File: config.mk
export PLATFORM = sky130hd
export DESIGN_NAME = pgm_mask_top
export DESIGN_NICKNAME = d
export VERILOG_FILES = /design/src/pgm_pkg.sv /design/src/pgm_mask_regs.sv /design/src/pgm_mask_top.sv /design/src/pgm_pg_tree.sv
export SDC_FILE = /design/constraint.sdc
export NUM_CORES = 1
export LEC_CHECK = 0
export BUFFER_PORTS_ARGS = -buffer_cell sky130_fd_sc_hd__buf_2
export CAP_MARGIN = 5
export CORE_MARGIN = 5
export CORE_UTILIZATION = 44
export CTS_CLUSTER_DIAMETER = 80
export CTS_CLUSTER_SIZE = 25
export DETAILED_ROUTE_END_ITERATION = 12
export PLACE_DENSITY = 0.69
export SYNTH_ARGS = -nofsm -noshare
export SYNTH_HDL_FRONTEND = slang
export SYNTH_SLANG_ARGS = --single-unit
File: constraint.sdc
create_clock -name sys_clk -period 1.8 [get_ports sys_clk]
set_clock_uncertainty 0.2 [all_clocks]
set_input_delay 0.36 -clock sys_clk [delete_from_list [all_inputs] [get_ports sys_clk]]
set_output_delay 0.36 -clock sys_clk [all_outputs]
set_load 0.02 [all_outputs]
File: src/pgm_pkg.sv
// constants, types and reset tables for the power-good mask registers
package pgm_pkg;

  // register offsets on the serial control port
  localparam logic [7:0] OUT1_MASK_HI_ADDR = 8'hA5;
  localparam logic [7:0] OUT4_MASK_LO_ADDR = 8'hA6;

  // answer for an offset this block does not hold
  localparam logic [7:0] UNMAPPED_DATA = 8'h00;

  // output one, high mask register bit positions
  localparam int BIT_CTRL_FIVE   = 7;
  localparam int BIT_CTRL_FOUR   = 6;
  localparam int BIT_CTRL_TWO    = 5;
  localparam int BIT_CTRL_ONE    = 4;
  localparam int BIT_TERMINATION = 3;
  localparam int BIT_SHARED_RAIL = 2;
  localparam int BIT_B_SWITCH_1  = 1;
  localparam int BIT_A_LINREG_3  = 0;

  // output four, low mask register bit positions
  localparam int BIT_A_LINREG_2  = 7;
  localparam int BIT_A_SWITCH_1  = 6;
  localparam int BIT_STEP_DOWN_6 = 5;
  localparam int BIT_STEP_DOWN_5 = 4;
  localparam int BIT_STEP_DOWN_4 = 3;
  localparam int BIT_STEP_DOWN_3 = 2;
  localparam int BIT_STEP_DOWN_2 = 1;
  localparam int BIT_STEP_DOWN_1 = 0;

  // factory variants; variant D routes the second b-rail switch to the shared input
  typedef enum {VARIANT_A, VARIANT_B, VARIANT_C, VARIANT_D} pgm_variant_type;

  localparam logic [7:0] OUT1_RST_A = 8'hFF;
  localparam logic [7:0] OUT1_RST_B = 8'hEB;
  localparam logic [7:0] OUT1_RST_C = 8'hFF;
  localparam logic [7:0] OUT1_RST_D = 8'hEF;
  localparam logic [7:0] OUT4_RST_A = 8'hF7;
  localparam logic [7:0] OUT4_RST_B = 8'hBF;
  localparam logic [7:0] OUT4_RST_C = 8'hF7;
  localparam logic [7:0] OUT4_RST_D = 8'hFF;

  // serial target address; value is arbitrary
  localparam logic [6:0] DEV_ADDR_DEFAULT = 7'h5E;
  localparam logic [3:0] BYTE_BITS = 4'h8;
  localparam logic [3:0] CNT_ZERO  = 4'h0;
  localparam logic [3:0] CNT_ONE   = 4'h1;
  localparam logic [7:0] PTR_STEP  = 8'h01;

  typedef enum {
    ST_IDLE, ST_ADDR, ST_ADDR_ACK, ST_REG, ST_REG_ACK,
    ST_WRITE, ST_WRITE_ACK, ST_READ, ST_READ_ACK
  } pgm_i2c_state_type;

  function automatic logic [7:0] pgm_out1_reset(pgm_variant_type v);
    case (v)
      VARIANT_A: return OUT1_RST_A;
      VARIANT_B: return OUT1_RST_B;
      VARIANT_C: return OUT1_RST_C;
      default:   return OUT1_RST_D;
    endcase
  endfunction

  function automatic logic [7:0] pgm_out4_reset(pgm_variant_type v);
    case (v)
      VARIANT_A: return OUT4_RST_A;
      VARIANT_B: return OUT4_RST_B;
      VARIANT_C: return OUT4_RST_C;
      default:   return OUT4_RST_D;
    endcase
  endfunction

endpackage
File: src/pgm_mask_regs.sv
// the two power-good mask registers with variant reset and read mux
`timescale 1ns/10ps
module pgm_mask_regs
  import pgm_pkg::*;
#(
  parameter logic [7:0] OUT1_RESET = OUT1_RST_A,
  parameter logic [7:0] OUT4_RESET = OUT4_RST_A
) (
  // clock and reset
  input  wire logic       sys_clk,
  input  wire logic       sys_rst,
  // write and read access
  input  wire logic       wrEn,
  input  wire logic [7:0] regAddr,
  input  wire logic [7:0] wrData,
  output logic      [7:0] rdData,
  // mask values
  output logic      [7:0] outOneMask,
  output logic      [7:0] outFourMask
);

  logic [7:0] next_outOneMask;
  logic [7:0] next_outFourMask;

  always_comb begin
    next_outOneMask  = outOneMask;
    next_outFourMask = outFourMask;
    if (wrEn && regAddr == OUT1_MASK_HI_ADDR) begin
      next_outOneMask = wrData; // [RULE_18]
    end else if (wrEn && regAddr == OUT4_MASK_LO_ADDR) begin
      next_outFourMask = wrData; // [RULE_18]
    end
    if (regAddr == OUT1_MASK_HI_ADDR) begin
      rdData = outOneMask;
    end else if (regAddr == OUT4_MASK_LO_ADDR) begin
      rdData = outFourMask;
    end else begin
      rdData = UNMAPPED_DATA;
    end
  end

  always_ff @(posedge sys_clk or posedge sys_rst) begin
    if (sys_rst) begin
      outOneMask  <= OUT1_RESET; // [RULE_18]
      outFourMask <= OUT4_RESET; // [RULE_18]
    end else begin
      outOneMask  <= next_outOneMask;
      outFourMask <= next_outFourMask;
    end
  end

endmodule

File: src/pgm_mask_top.sv
// serial register port, mask registers and the two power-good combinations
`timescale 1ns/10ps
// Contract
// [RULE_01] Output one includes control input five unless mask bit 7 is set.
// [RULE_02] Output one includes control input four unless mask bit 6 is set.
// [RULE_03] Output one includes control input two unless mask bit 5 is set.
// [RULE_04] Output one includes control input one unless mask bit 4 is set.
// [RULE_05] Output one includes termination regulator good unless mask bit 3 is set.
// [RULE_06] Mask bit 2 gates the shared rail, chosen by factory variant.
// [RULE_07] Output one includes b-rail switch one good unless mask bit 1 is set.
// [RULE_08] Output one includes a-rail regulator three good unless mask bit 0 set.
// [RULE_09] Output four includes a-rail regulator two good unless bit 7 set.
// [RULE_10] Output four includes a-rail switch one good unless bit 6 set.
// [RULE_11] Output four includes step-down six good unless bit 5 set.
// [RULE_12] Output four includes step-down five good unless bit 4 set.
// [RULE_13] Output four includes step-down four good unless bit 3 set.
// [RULE_14] Output four includes step-down three good unless bit 2 set.
// [RULE_15] Output four includes step-down two good unless bit 1 set.
// [RULE_16] Output four includes step-down one good unless bit 0 set.
// [RULE_17] An output is good only when all unmasked inputs are good.
// [RULE_18] Masks reset to variant defaults, are read/write, act at once.
module pgm_mask_top
  import pgm_pkg::*;
#(
  parameter pgm_variant_type VARIANT  = VARIANT_A,
  parameter logic [6:0]      DEV_ADDR = DEV_ADDR_DEFAULT
) (
  // clock and reset
  input  wire logic       sys_clk,
  input  wire logic       sys_rst,
  // serial control port, data line open drain
  input  wire logic       sclIn,
  input  wire logic       sdaIn,
  output logic            sdaOut,
  output logic            sdaOe,
  // control input pin states
  input  wire logic       controlInputOne,
  input  wire logic       controlInputTwo,
  input  wire logic       controlInputFour,
  input  wire logic       controlInputFive,
  // rail power-good inputs
  input  wire logic       terminationRegulatorPg,
  input  wire logic       bLoadSwitchOnePg,
  input  wire logic       bLoadSwitchTwoPg,
  input  wire logic       aLinearRegOnePg,
  input  wire logic       aLinearRegTwoPg,
  input  wire logic       aLinearRegThreePg,
  input  wire logic       aLoadSwitchOnePg,
  input  wire logic       stepDownOnePg,
  input  wire logic       stepDownTwoPg,
  input  wire logic       stepDownThreePg,
  input  wire logic       stepDownFourPg,
  input  wire logic       stepDownFivePg,
  input  wire logic       stepDownSixPg,
  // combined power-good results
  output logic            generalOutputOneGood,
  output logic            generalOutputFourGood,
  // current mask settings
  output logic      [7:0] outOneMask,
  output logic      [7:0] outFourMask
);

  pgm_i2c_state_type state;
  pgm_i2c_state_type next_state;
  logic [3:0] bitCnt;
  logic [3:0] next_bitCnt;
  logic [7:0] rxShift;
  logic [7:0] next_rxShift;
  logic [7:0] txShift;
  logic [7:0] next_txShift;
  logic [7:0] regPtr;
  logic [7:0] next_regPtr;
  logic       sdaDrive;
  logic       next_sdaDrive;
  logic       masterAck;
  logic       next_masterAck;
  logic       sclPrev;
  logic       next_sclPrev;
  logic       sdaPrev;
  logic       next_sdaPrev;

  logic       sclRise;
  logic       sclFall;
  logic       startSeen;
  logic       stopSeen;
  logic       byteDone;
  logic       wrEn;
  logic [7:0] rdData;
  logic       sharedRailPg;
  logic [7:0] outOnePgIn;
  logic [7:0] outFourPgIn;

  // line events; pins are taken as synchronous, one stage of history suffices
  assign sclRise   = sclIn & ~sclPrev;
  assign sclFall   = ~sclIn & sclPrev;
  assign startSeen = sclIn & sclPrev & sdaPrev & ~sdaIn;
  assign stopSeen  = sclIn & sclPrev & ~sdaPrev & sdaIn;
  assign byteDone  = (bitCnt == BYTE_BITS);

  // open drain: the line is only ever pulled low
  assign sdaOut = 1'b0;
  assign sdaOe  = sdaDrive;

  // a data byte is committed on the falling clock after its eighth bit
  assign wrEn = (state == ST_WRITE) && sclFall && byteDone; // [RULE_18]

  always_comb begin
    next_sclPrev = sclIn;
    next_sdaPrev = sdaIn;
  end

  // history resets to the idle level of both lines, so release shows no false edge
  always_ff @(posedge sys_clk or posedge sys_rst) begin
    if (sys_rst) begin
      sclPrev <= 1'b1;
      sdaPrev <= 1'b1;
    end else begin
      sclPrev <= next_sclPrev;
      sdaPrev <= next_sdaPrev;
    end
  end

  always_comb begin
    next_state     = state;
    next_bitCnt    = bitCnt;
    next_rxShift   = rxShift;
    next_txShift   = txShift;
    next_regPtr    = regPtr;
    next_sdaDrive  = sdaDrive;
    next_masterAck = masterAck;
    if (stopSeen) begin
      next_state    = ST_IDLE;
      next_sdaDrive = 1'b0;
    end else if (startSeen) begin
      // a repeated start keeps the register pointer for a following read
      next_state    = ST_ADDR;
      next_bitCnt   = CNT_ZERO;
      next_sdaDrive = 1'b0;
    end else begin
      case (state)
        ST_IDLE: begin
          next_sdaDrive = 1'b0;
        end
        ST_ADDR, ST_REG, ST_WRITE: begin
          if (sclRise && !byteDone) begin
            next_rxShift = {rxShift[6:0], sdaIn};
            next_bitCnt  = bitCnt + CNT_ONE;
          end else if (sclFall && byteDone) begin
            next_bitCnt = CNT_ZERO;
            if (state == ST_ADDR) begin
              if (rxShift[7:1] == DEV_ADDR) begin
                next_state     = ST_ADDR_ACK;
                next_sdaDrive  = 1'b1;
                next_masterAck = rxShift[0];
              end else begin
                // another target is addressed; stay off the line
                next_state = ST_IDLE;
              end
            end else if (state == ST_REG) begin
              next_state    = ST_REG_ACK;
              next_regPtr   = rxShift;
              next_sdaDrive = 1'b1;
            end else begin
              next_state    = ST_WRITE_ACK;
              next_regPtr   = regPtr + PTR_STEP;
              next_sdaDrive = 1'b1;
            end
          end
        end
        ST_ADDR_ACK: begin
          if (sclFall) begin
            next_bitCnt = CNT_ZERO;
            if (masterAck) begin
              next_state    = ST_READ;
              next_txShift  = rdData;
              next_sdaDrive = ~rdData[7];
            end else begin
              next_state    = ST_REG;
              next_sdaDrive = 1'b0;
            end
          end
        end
        ST_REG_ACK, ST_WRITE_ACK: begin
          if (sclFall) begin
            next_state    = ST_WRITE;
            next_bitCnt   = CNT_ZERO;
            next_sdaDrive = 1'b0;
          end
        end
        ST_READ: begin
          if (sclRise && !byteDone) begin
            next_bitCnt = bitCnt + CNT_ONE;
          end else if (sclFall && byteDone) begin
            // release so the controller can answer
            next_state    = ST_READ_ACK;
            next_regPtr   = regPtr + PTR_STEP;
            next_sdaDrive = 1'b0;
          end else if (sclFall) begin
            next_txShift  = {txShift[6:0], 1'b0};
            next_sdaDrive = ~txShift[6];
          end
        end
        ST_READ_ACK: begin
          if (sclRise) begin
            next_masterAck = ~sdaIn;
          end else if (sclFall) begin
            next_bitCnt = CNT_ZERO;
            if (masterAck) begin
              next_state    = ST_READ;
              next_txShift  = rdData;
              next_sdaDrive = ~rdData[7];
            end else begin
              next_state = ST_IDLE;
            end
          end
        end
        default: begin
          next_state    = ST_IDLE;
          next_sdaDrive = 1'b0;
        end
      endcase
    end
  end

  always_ff @(posedge sys_clk or posedge sys_rst) begin
    if (sys_rst) begin
      state     <= ST_IDLE;
      bitCnt    <= CNT_ZERO;
      rxShift   <= UNMAPPED_DATA;
      txShift   <= UNMAPPED_DATA;
      regPtr    <= UNMAPPED_DATA;
      sdaDrive  <= 1'b0;
      masterAck <= 1'b0;
    end else begin
      state     <= next_state;
      bitCnt    <= next_bitCnt;
      rxShift   <= next_rxShift;
      txShift   <= next_txShift;
      regPtr    <= next_regPtr;
      sdaDrive  <= next_sdaDrive;
      masterAck <= next_masterAck;
    end
  end

  pgm_mask_regs #(
    .OUT1_RESET (pgm_out1_reset(VARIANT)),
    .OUT4_RESET (pgm_out4_reset(VARIANT))
  ) u_regs (
    .sys_clk     (sys_clk),
    .sys_rst     (sys_rst),
    .wrEn        (wrEn),
    .regAddr     (regPtr),
    .wrData      (rxShift),
    .rdData      (rdData),
    .outOneMask  (outOneMask),
    .outFourMask (outFourMask)
  );

  // the shared input is fixed by the factory variant, not by software
  assign sharedRailPg = (VARIANT == VARIANT_D) ? bLoadSwitchTwoPg
                                               : aLinearRegOnePg; // [RULE_06]

  always_comb begin
    outOnePgIn                  = UNMAPPED_DATA;
    outOnePgIn[BIT_CTRL_FIVE]   = controlInputFive;       // [RULE_01]
    outOnePgIn[BIT_CTRL_FOUR]   = controlInputFour;       // [RULE_02]
    outOnePgIn[BIT_CTRL_TWO]    = controlInputTwo;        // [RULE_03]
    outOnePgIn[BIT_CTRL_ONE]    = controlInputOne;        // [RULE_04]
    outOnePgIn[BIT_TERMINATION] = terminationRegulatorPg; // [RULE_05]
    outOnePgIn[BIT_SHARED_RAIL] = sharedRailPg;           // [RULE_06]
    outOnePgIn[BIT_B_SWITCH_1]  = bLoadSwitchOnePg;       // [RULE_07]
    outOnePgIn[BIT_A_LINREG_3]  = aLinearRegThreePg;      // [RULE_08]
  end

  always_comb begin
    outFourPgIn                  = UNMAPPED_DATA;
    outFourPgIn[BIT_A_LINREG_2]  = aLinearRegTwoPg;  // [RULE_09]
    outFourPgIn[BIT_A_SWITCH_1]  = aLoadSwitchOnePg; // [RULE_10]
    outFourPgIn[BIT_STEP_DOWN_6] = stepDownSixPg;    // [RULE_11]
    outFourPgIn[BIT_STEP_DOWN_5] = stepDownFivePg;   // [RULE_12]
    outFourPgIn[BIT_STEP_DOWN_4] = stepDownFourPg;   // [RULE_13]
    outFourPgIn[BIT_STEP_DOWN_3] = stepDownThreePg;  // [RULE_14]
    outFourPgIn[BIT_STEP_DOWN_2] = stepDownTwoPg;    // [RULE_15]
    outFourPgIn[BIT_STEP_DOWN_1] = stepDownOnePg;    // [RULE_16]
  end

  // these cover only the inputs that the two registers here govern
  pgm_pg_tree u_out_one (
    .sys_clk (sys_clk),
    .sys_rst (sys_rst),
    .pgIn    (outOnePgIn),
    .ignore  (outOneMask),
    .allGood (generalOutputOneGood)
  );

  pgm_pg_tree u_out_four (
    .sys_clk (sys_clk),
    .sys_rst (sys_rst),
    .pgIn    (outFourPgIn),
    .ignore  (outFourMask),
    .allGood (generalOutputFourGood)
  );

endmodule

File: src/pgm_pg_tree.sv
// one power-good combination: and of every input whose mask bit is clear
`timescale 1ns/10ps
module pgm_pg_tree (
  // clock and reset
  input  wire logic       sys_clk,
  input  wire logic       sys_rst,
  // inputs and their ignore bits
  input  wire logic [7:0] pgIn,
  input  wire logic [7:0] ignore,
  // combined result
  output logic            allGood
);

  logic [7:0] term;
  logic       next_allGood;

  genvar i;
  generate
    for (i = 0; i < 8; i++) begin : g_term
      assign term[i] = pgIn[i] | ignore[i]; // [RULE_17]
    end
  endgenerate

  always_comb begin
    next_allGood = &term; // [RULE_17]
  end

  // not good while held in reset
  always_ff @(posedge sys_clk or posedge sys_rst) begin
    if (sys_rst) begin
      allGood <= 1'b0;
    end else begin
      allGood <= next_allGood;
    end
  end

endmodule

Word level (Yosys, flattened, before mapping)
Cells that the tools add are included.
{"block": "word_totals", "ff_bits": 82, "inputBits": 21, "output_inout_bits": 20}
{"block": "classes", "addsub": 2, "eq_ne": 41, "n_mux": 61, "bitwise": 32, "n_reduce_logical": 25}
{"operator": "$mux W32", "n": 11}
{"operator": "$pmux W32 S6", "n": 1}
{"operator": "$eq A32 B3 Y1 const B", "n": 5}
{"operator": "$mux W8", "n": 14}
{"operator": "$eq A32 B2 Y1 const B", "n": 3}
{"operator": "$eq A32 B4 Y1 const B", "n": 2}
{"operator": "$ne A4 B4 Y1 const B", "n": 10}
{"operator": "$eq A32 B1 Y1 const B", "n": 1}
{"operator": "$logic_not A32 Y1", "n": 1}
{"operator": "$reduce_and A8 Y1", "n": 4}
{"operator": "$mux W4", "n": 6}
{"operator": "$pmux W8 S3", "n": 1}
{"operator": "$ne A2 B2 Y1 const B", "n": 11}
{"operator": "$mux W1", "n": 20}
{"operator": "$eq A8 B8 Y1 const B", "n": 2}
{"operator": "$or A1 B1 Y1", "n": 16}
{"operator": "$pmux W4 S4", "n": 1}
{"operator": "$pmux W8 S2", "n": 1}
{"operator": "$ne A5 B5 Y1 const B", "n": 2}
{"operator": "$reduce_and A10 Y1", "n": 1}
{"operator": "$ne A3 B3 Y1 const B", "n": 3}
{"operator": "$not A1 Y1", "n": 9}
{"operator": "$reduce_and A9 Y1", "n": 1}
{"operator": "$add A8 B1 Y8 const B", "n": 1}
{"operator": "other kinds (19)", "n": 34}

Depth between registers and ports, before layout
{"block": "depth", "word_depth": 10, "depth_mapped": 8}

Hierarchy
From an unflattened synthesis, not the netlist that was laid out.
{"block": "unflattened", "hier_cells": 316, "area_unflattened_um2": 3150.5}
{"module": "pgm_mask_top", "n_inst": 1, "cells_each": 244, "area_per_inst_um2": 2207.1}
{"module": "pgm_mask_regs", "n_inst": 1, "cells_each": 58, "area_per_inst_um2": 810.8}
{"module": "pgm_pg_tree", "n_inst": 2, "cells_each": 7, "area_per_inst_um2": 66.3}

Worst setup path before layout
No wires, ideal clock.
{"block": "synth_timing", "path_type": "reg-to-reg", "start": "register regPtr[0]", "end": "register u_regs.outFourMask[3]", "arrival_time_ns": 1.719, "path_slack_ns": -0.243, "path_stages_with_launch": 7, "path_cell_list": "dfrtp_1 -> ha_1 -> nand4bb_1 -> nor2_2 -> and4b_1 -> buf_2 -> mux2_2"}
{"block": "synth_via", "elab_chain_len": 4, "elab_cells_between_ends": 6}
{"item": "start, declared", "line": "pgm_mask_top.sv:71", "source": "logic [7:0] regPtr;"}
{"item": "start signal, assigned", "line": "pgm_mask_top.sv:239", "source": "regPtr <= next_regPtr;"}
{"item": "$eq A8 B8 Y1", "line": "pgm_mask_regs.sv:28", "source": "if (wrEn && regAddr == OUT1_MASK_HI_ADDR) begin"}
{"item": "$logic_and A1 B1 Y1", "line": "pgm_mask_regs.sv:28"}
{"item": "$not A1 Y1 (no source line)"}
{"item": "$reduce_and A2 Y1 (no source line) (*)"}
{"item": "end signal, assigned", "line": "pgm_mask_regs.sv:48", "source": "outFourMask <= next_outFourMask;"}
{"item": "end, declared", "line": "pgm_mask_regs.sv:19", "source": "output logic [7:0] outFourMask"}
Mark *: on every way between the ends. The rest lies on a longest branch, timed or not.
A chain may end at the register's enable or synchronous reset.

Final worst setup path
{"block": "layout_timing", "start": "register state[2]", "end": "register bitCnt[2]"}
{"block": "layout_via", "elab_chain_len": 4, "elab_cells_between_ends": 17}
{"item": "start, declared", "line": "pgm_mask_top.sv:63", "source": "pgm_i2c_state_type state;"}
{"item": "start signal, assigned", "line": "pgm_mask_top.sv:235", "source": "state <= next_state;"}
{"item": "$eq A32 B1 Y1, or another cell as far along", "line": "pgm_mask_top.sv:140", "source": "case (state)"}
{"item": "$reduce_or A3 Y1, on equally long branches"}
{"item": "$ne A4 B4 Y1 (no source line), or another cell as far along"}
{"item": "$reduce_and A5 Y1 (no source line) / $mux W4 (equally long branches)"}
{"item": "end signal, assigned", "line": "pgm_mask_top.sv:236", "source": "bitCnt <= next_bitCnt;"}
{"item": "end, declared", "line": "pgm_mask_top.sv:65", "source": "logic [3:0] bitCnt;"}
Parallel ways exist; a longest one is shown, timed or not.

==> impl.org <==
** Worst setup path
- The cell family contributing the most delay on the critical path is compound AO/OA/AOI/OAI gates.
- The critical path in this run is classified as flip-flop to flip-flop.
- Crit path largest cell delay :: 0.46 ns
- Maximum fanout encountered on the critical timing path :: 6
- Startpoint of the lowest-slack register-to-register path :: state[2]$_DFFE_PP0P_
- Worst EP arrival :: 2.11 ns
- List of cells traversed by the critical path :: or3_4 -> o21a_1 -> a311oi_4 -> nand2_2 -> o32ai_2
- STA puts the critical path data required time at 1.82 ns.
- The slowest stage of the critical path belongs to the cell sky130_fd_sc_hd__dfrtp_2.
- Reg2reg setup slack :: -0.29 ns
- The worst setup path is captured at a flip-flop.
- R2r endpoint :: bitCnt[2]$_DFFE_PP0P_
- Buffering stage count on the worst path with inverters included :: 0
- For the worst flop-to-flop path, the logic depth is 5.
- STA classifies the critical path startpoint as a flip-flop.

** Synthesis
- The share of synthesized area in the top cell type comes to 0.292.
- Synthesis produced between 300 and 400 cells.
- Sorting the synthesized cells by area gives the leading types as sky130_fd_sc_hd__dfrtp_1, sky130_fd_sc_hd__dfstp_2, sky130_fd_sc_hd__mux2_2.
- Simple-Gate Fraction of Synth Area :: 0.194
- Avg Inst Size Synth :: about 10 um2
- Share of synthesized registers carrying an async set or reset :: 1.00
- Of the synthesized area, sequential elements account for 0.437.
- Compound-gate portion of the synthesized area :: 0.179
- Yosys printed 0 warnings.
- sky130_fd_sc_hd__dfrtp_1 takes more of the synthesized area than any other cell.
- In this run, distinct cell masters in the synthesized netlist total 64.
- Dominant combinational cell family by area after synthesis :: simple AND/OR/NAND/NOR gates
- Syn Nets :: 327
- Synth Flop Type :: sky130_fd_sc_hd__dfrtp_1
- Area share of xor/xnor cells in the synthesized design :: 0.00568
- Post-Syn Area :: between 0.003 and 0.004 mm2
- Of the total synthesized cell area, the portion taken by full adders, half adders and majority gates is 0.0203.
- Number of synthesized register bits :: 53
- The synthesized design contains 0 enable-type register cells.
- Measured against the total synthesized area, the mux share comes to 0.124.

** GRT
- For this run, the total global-route usage over all layers was measured as 0.196.
- The number of global-route vias before repair came to 2761.
- Global-route wire length before repair :: 13.7 mm
- The initial antenna violation count is 0.
- GR Overflow Total :: 0
- Entering global routing, the biggest net connects 54 pins.

** Floorplan
- The region available for standard cell placement spans 0.00679 mm2.
- The floorplan step defined a die boundary enclosing slightly below 0.009 mm2.
- In this run the core area contains 30 standard-cell rows.
- From left edge to right edge, the die measures 93.7 um.
- Starting density of the core :: 0.454
- I/O pins :: 41
- Die Y :: 93.7 um

** Final layout
- Leaving out fill and tap cells, the most frequent cell in the layout is sky130_fd_sc_hd__buf_4.
- Share of final-layout standard cells stronger than drive strength 1 :: 0.564
- 0 antenna diodes ended up in the layout.
- The net count of the finished layout is 438.
- The top cell types in the final layout, fill and taps aside, are sky130_fd_sc_hd__buf_4, sky130_fd_sc_hd__buf_2, sky130_fd_sc_hd__dfrtp_1.
- The area growth from synthesis to layout is 43.0%.

** Run status
- Violated checks :: negative setup slack
- Outcome :: finished, violations left

** Placement
- Number of buffer cells added on primary ports :: 38
- Prior to clock tree synthesis, the placed netlist has a worst setup slack of -0.298 ns.
- At the end of routability-driven placement, the weighted congestion stood at 0.915.
- Summed over all nets, the half-perimeter wirelength after detailed placement is a little over 6 mm.

** Drt
- In this run, the number of DRC markers left after iteration 0 of detailed routing was 131.
- TritonRoute pass-1 iters :: 4
- Routed wire length :: between 8 and 9 mm
- Using the TritonRoute via totals, the vias-per-cell ratio works out to 5.54.
- Total vias in the final route :: 2822
- Count of nets left with antenna violations after detail routing :: 0
- Post-detailed-route DRC marker count :: 0
- Dividing the detail-routed wire length by the instance count gives 17.1 um.

** Timing
- Hold is met by 0.0990 ns.
- Count of endpoints failing setup in the final report :: 48
- The number of pins exceeding their max-slew limit in the final report came to 0.
- Final period utilization :: 1.16
- Maximum operating frequency :: 478 MHz
- Min Tclk post-route :: 2.09 ns
- Final Hold Violating Endpoints :: 0
- After layout, the worst setup slack is -0.290 ns.
- Setup repair after global routing could not meet its margin everywhere.

** Clock network
- Clock Tree Buf Depth :: 2
- Clock tree from TritonCTS :: built
- The clock tree synthesis step divided the H-tree into 2 levels.
- After clock tree synthesis, the clock-pin slew on the worst setup and hold paths is 0.11 ns.
- Cell at the root of the clock tree :: sky130_fd_sc_hd__clkbuf_8
- TritonCTS created 5 clock buffers.
- # clock sinks :: 53
- Clock latency at the later pin of the worst-skew pair :: ~0.32 ns

** Pwr
- Clock network power share :: 0.190
- Portion of total power attributed to sequential cells :: 0.377
- The worst-case IR drop observed on VDD is 0.465 mV.
- Combinational cell fraction of total power :: 0.433
- In this run the power density over the cells is 878 mW/mm2.
- The internal portion of the total power is 2.50 mW.
- For this design the total switching power over the nets is 1.37 mW.
- Static leakage :: 2.02 nW
- Of the total power, the share spent switching nets is 0.353.

** Job
- Across the run, the number of max-cap violations was 0.

** Worst hold path
- Hold path cells :: 2
- In this run the most critical hold path is launched from sclIn.
- The worst hold path belongs to the class input pin to flip-flop.
- Hold worst-path end :: sclPrev$_DFF_PP1_
[state kept, by name, summed over array words and instances, names as in the netlist]
| signal | flops |
|---|---|
| u_out_four.allGood | 1 |
| u_regs.outOneMask | 8 |
| txShift | 7 |
| masterAck | 1 |
| sdaOe | 1 |
| sdaPrev | 1 |
| state | 4 |
| rxShift | 8 |
| u_out_one.allGood | 1 |
| u_regs.outFourMask | 8 |
| sclPrev | 1 |
| regPtr | 8 |
| bitCnt | 4 |
[what timing repair did]
action | 4_1_cts | 5_1_grt
hold buffers | 1 | 0
setup buffers | 11 | 3
resized for setup | 34 | 26
endpoints found under the hold margin | 36 | 0
endpoints found under the setup margin | 48 | 48
cloned | 0 | 0
pin swaps | 11 | 10
[cell type report]
cell class / instances / area (um2)
repair buffers: 121 / 891
well taps: 96 / 120
fillers: 516 / 2390
clock inverters: 3 / 23.8
inverters: 7 / 30.0
clock buffers: 5 / 68.8
multi-input cells: 224 / 1920
flip-flops and latches: 53 / 1350
[synth_stat cells, drive strengths merged, types with 2 or more instances]
master    n
mux2     33
nand2b    5
o21bai    2
o21ai    15
buf      14
a22oi     2
a211o     2
clkbuf    3
inv       7
and3      4
a221oi    6
dfrtp    36
nand3b    4
xnor2     2
o22ai    14
nand2    20
or2       3
a32o      2
nor2b     5
a21oi    14
nand3    15
dfstp    17
a21boi    5
a31oi     2
nor3      3
nand4b    4
and4b     3
nor2     23
or3b      2
ha        5
nor4      3
o211ai    4
nand4bb   3
a22o      2
[power by group through the flow]
| stage | sequential (mW) | clock, mW | combinational [mW] |
|---|---|---|---|
| after floorplan | 1.47 | 0 | 0.869 |
| after global placement | 1.47 | 0 | 1.43 |
| after detailed placement | 1.47 | 0 | 1.47 |
| after CTS | 1.45 | 0.747 | 1.57 |
| after global routing | 1.47 | 0.803 | 1.82 |
| final | 1.46 | 0.736 | 1.68 |
[cells by family (layout without fill, tap and decap cells)]
family,count (synthesis),in the layout
buffers and inverters,24,136
multiplexers,34,34
adder cells (fa/ha/maj),5,5
XOR/XNOR,2,2
flip-flops,53,53
AND/OR/NAND/NOR,103,103
other,1,1
AO/OA/AOI/OAI,79,79
[through the flow]
step / cell area (um2) / std cells / util / TNS, ns / total power, mW
3_3_place_gp: 3960 / 486 / 0.583 / -7.96 / 2.90
2_1_floorplan: 3230 / 301 / - / -4.57 / 2.34
5_1_grt: 4410 / 509 / 0.649 / -14.44 / 4.10
6_report: 4410 / 509 / 0.649 / -10.13 / 3.87
3_5_place_dp: 3960 / 486 / 0.583 / -9.66 / 2.94
4_1_cts: 4270 / 506 / 0.628 / -8.90 / 3.77
[worst max path at each step]
stage | startpoint | to | slack [ns] | depth (start not counted)
2_1_floorplan | state[0]$_DFFE_PP0P_ | txShift[0]$_DFFE_PP0P_ | -0.21 | 6
4_1_cts | state[2]$_DFFE_PP0P_ | bitCnt[2]$_DFFE_PP0P_ | -0.28 | 5
5_1_grt | bitCnt[0]$_DFFE_PP0P_ | bitCnt[2]$_DFFE_PP0P_ | -0.39 | 8
6_report | state[2]$_DFFE_PP0P_ | bitCnt[2]$_DFFE_PP0P_ | -0.29 | 5
3_5_place_dp | regPtr[1]$_DFFE_PP0P_ | sdaOe$_DFFE_PP0P_ | -0.30 | 7
3_3_place_gp | state[1]$_DFFE_PP0P_ | txShift[6]$_DFFE_PP0P_ | -0.25 | 5
[layer usage]
layer  wire [um]  part of all wire  up-vias  global-route usage
li1            -                 -     1351                   -
met1        3840              0.44     1378               0.255
met2        4240              0.49       78               0.335
met3         454             0.052       15              0.0353
met4         163             0.019        0              0.0505
met5           0                 0        -                   0
No activity file was read; power rests on OpenSTA's default activity.
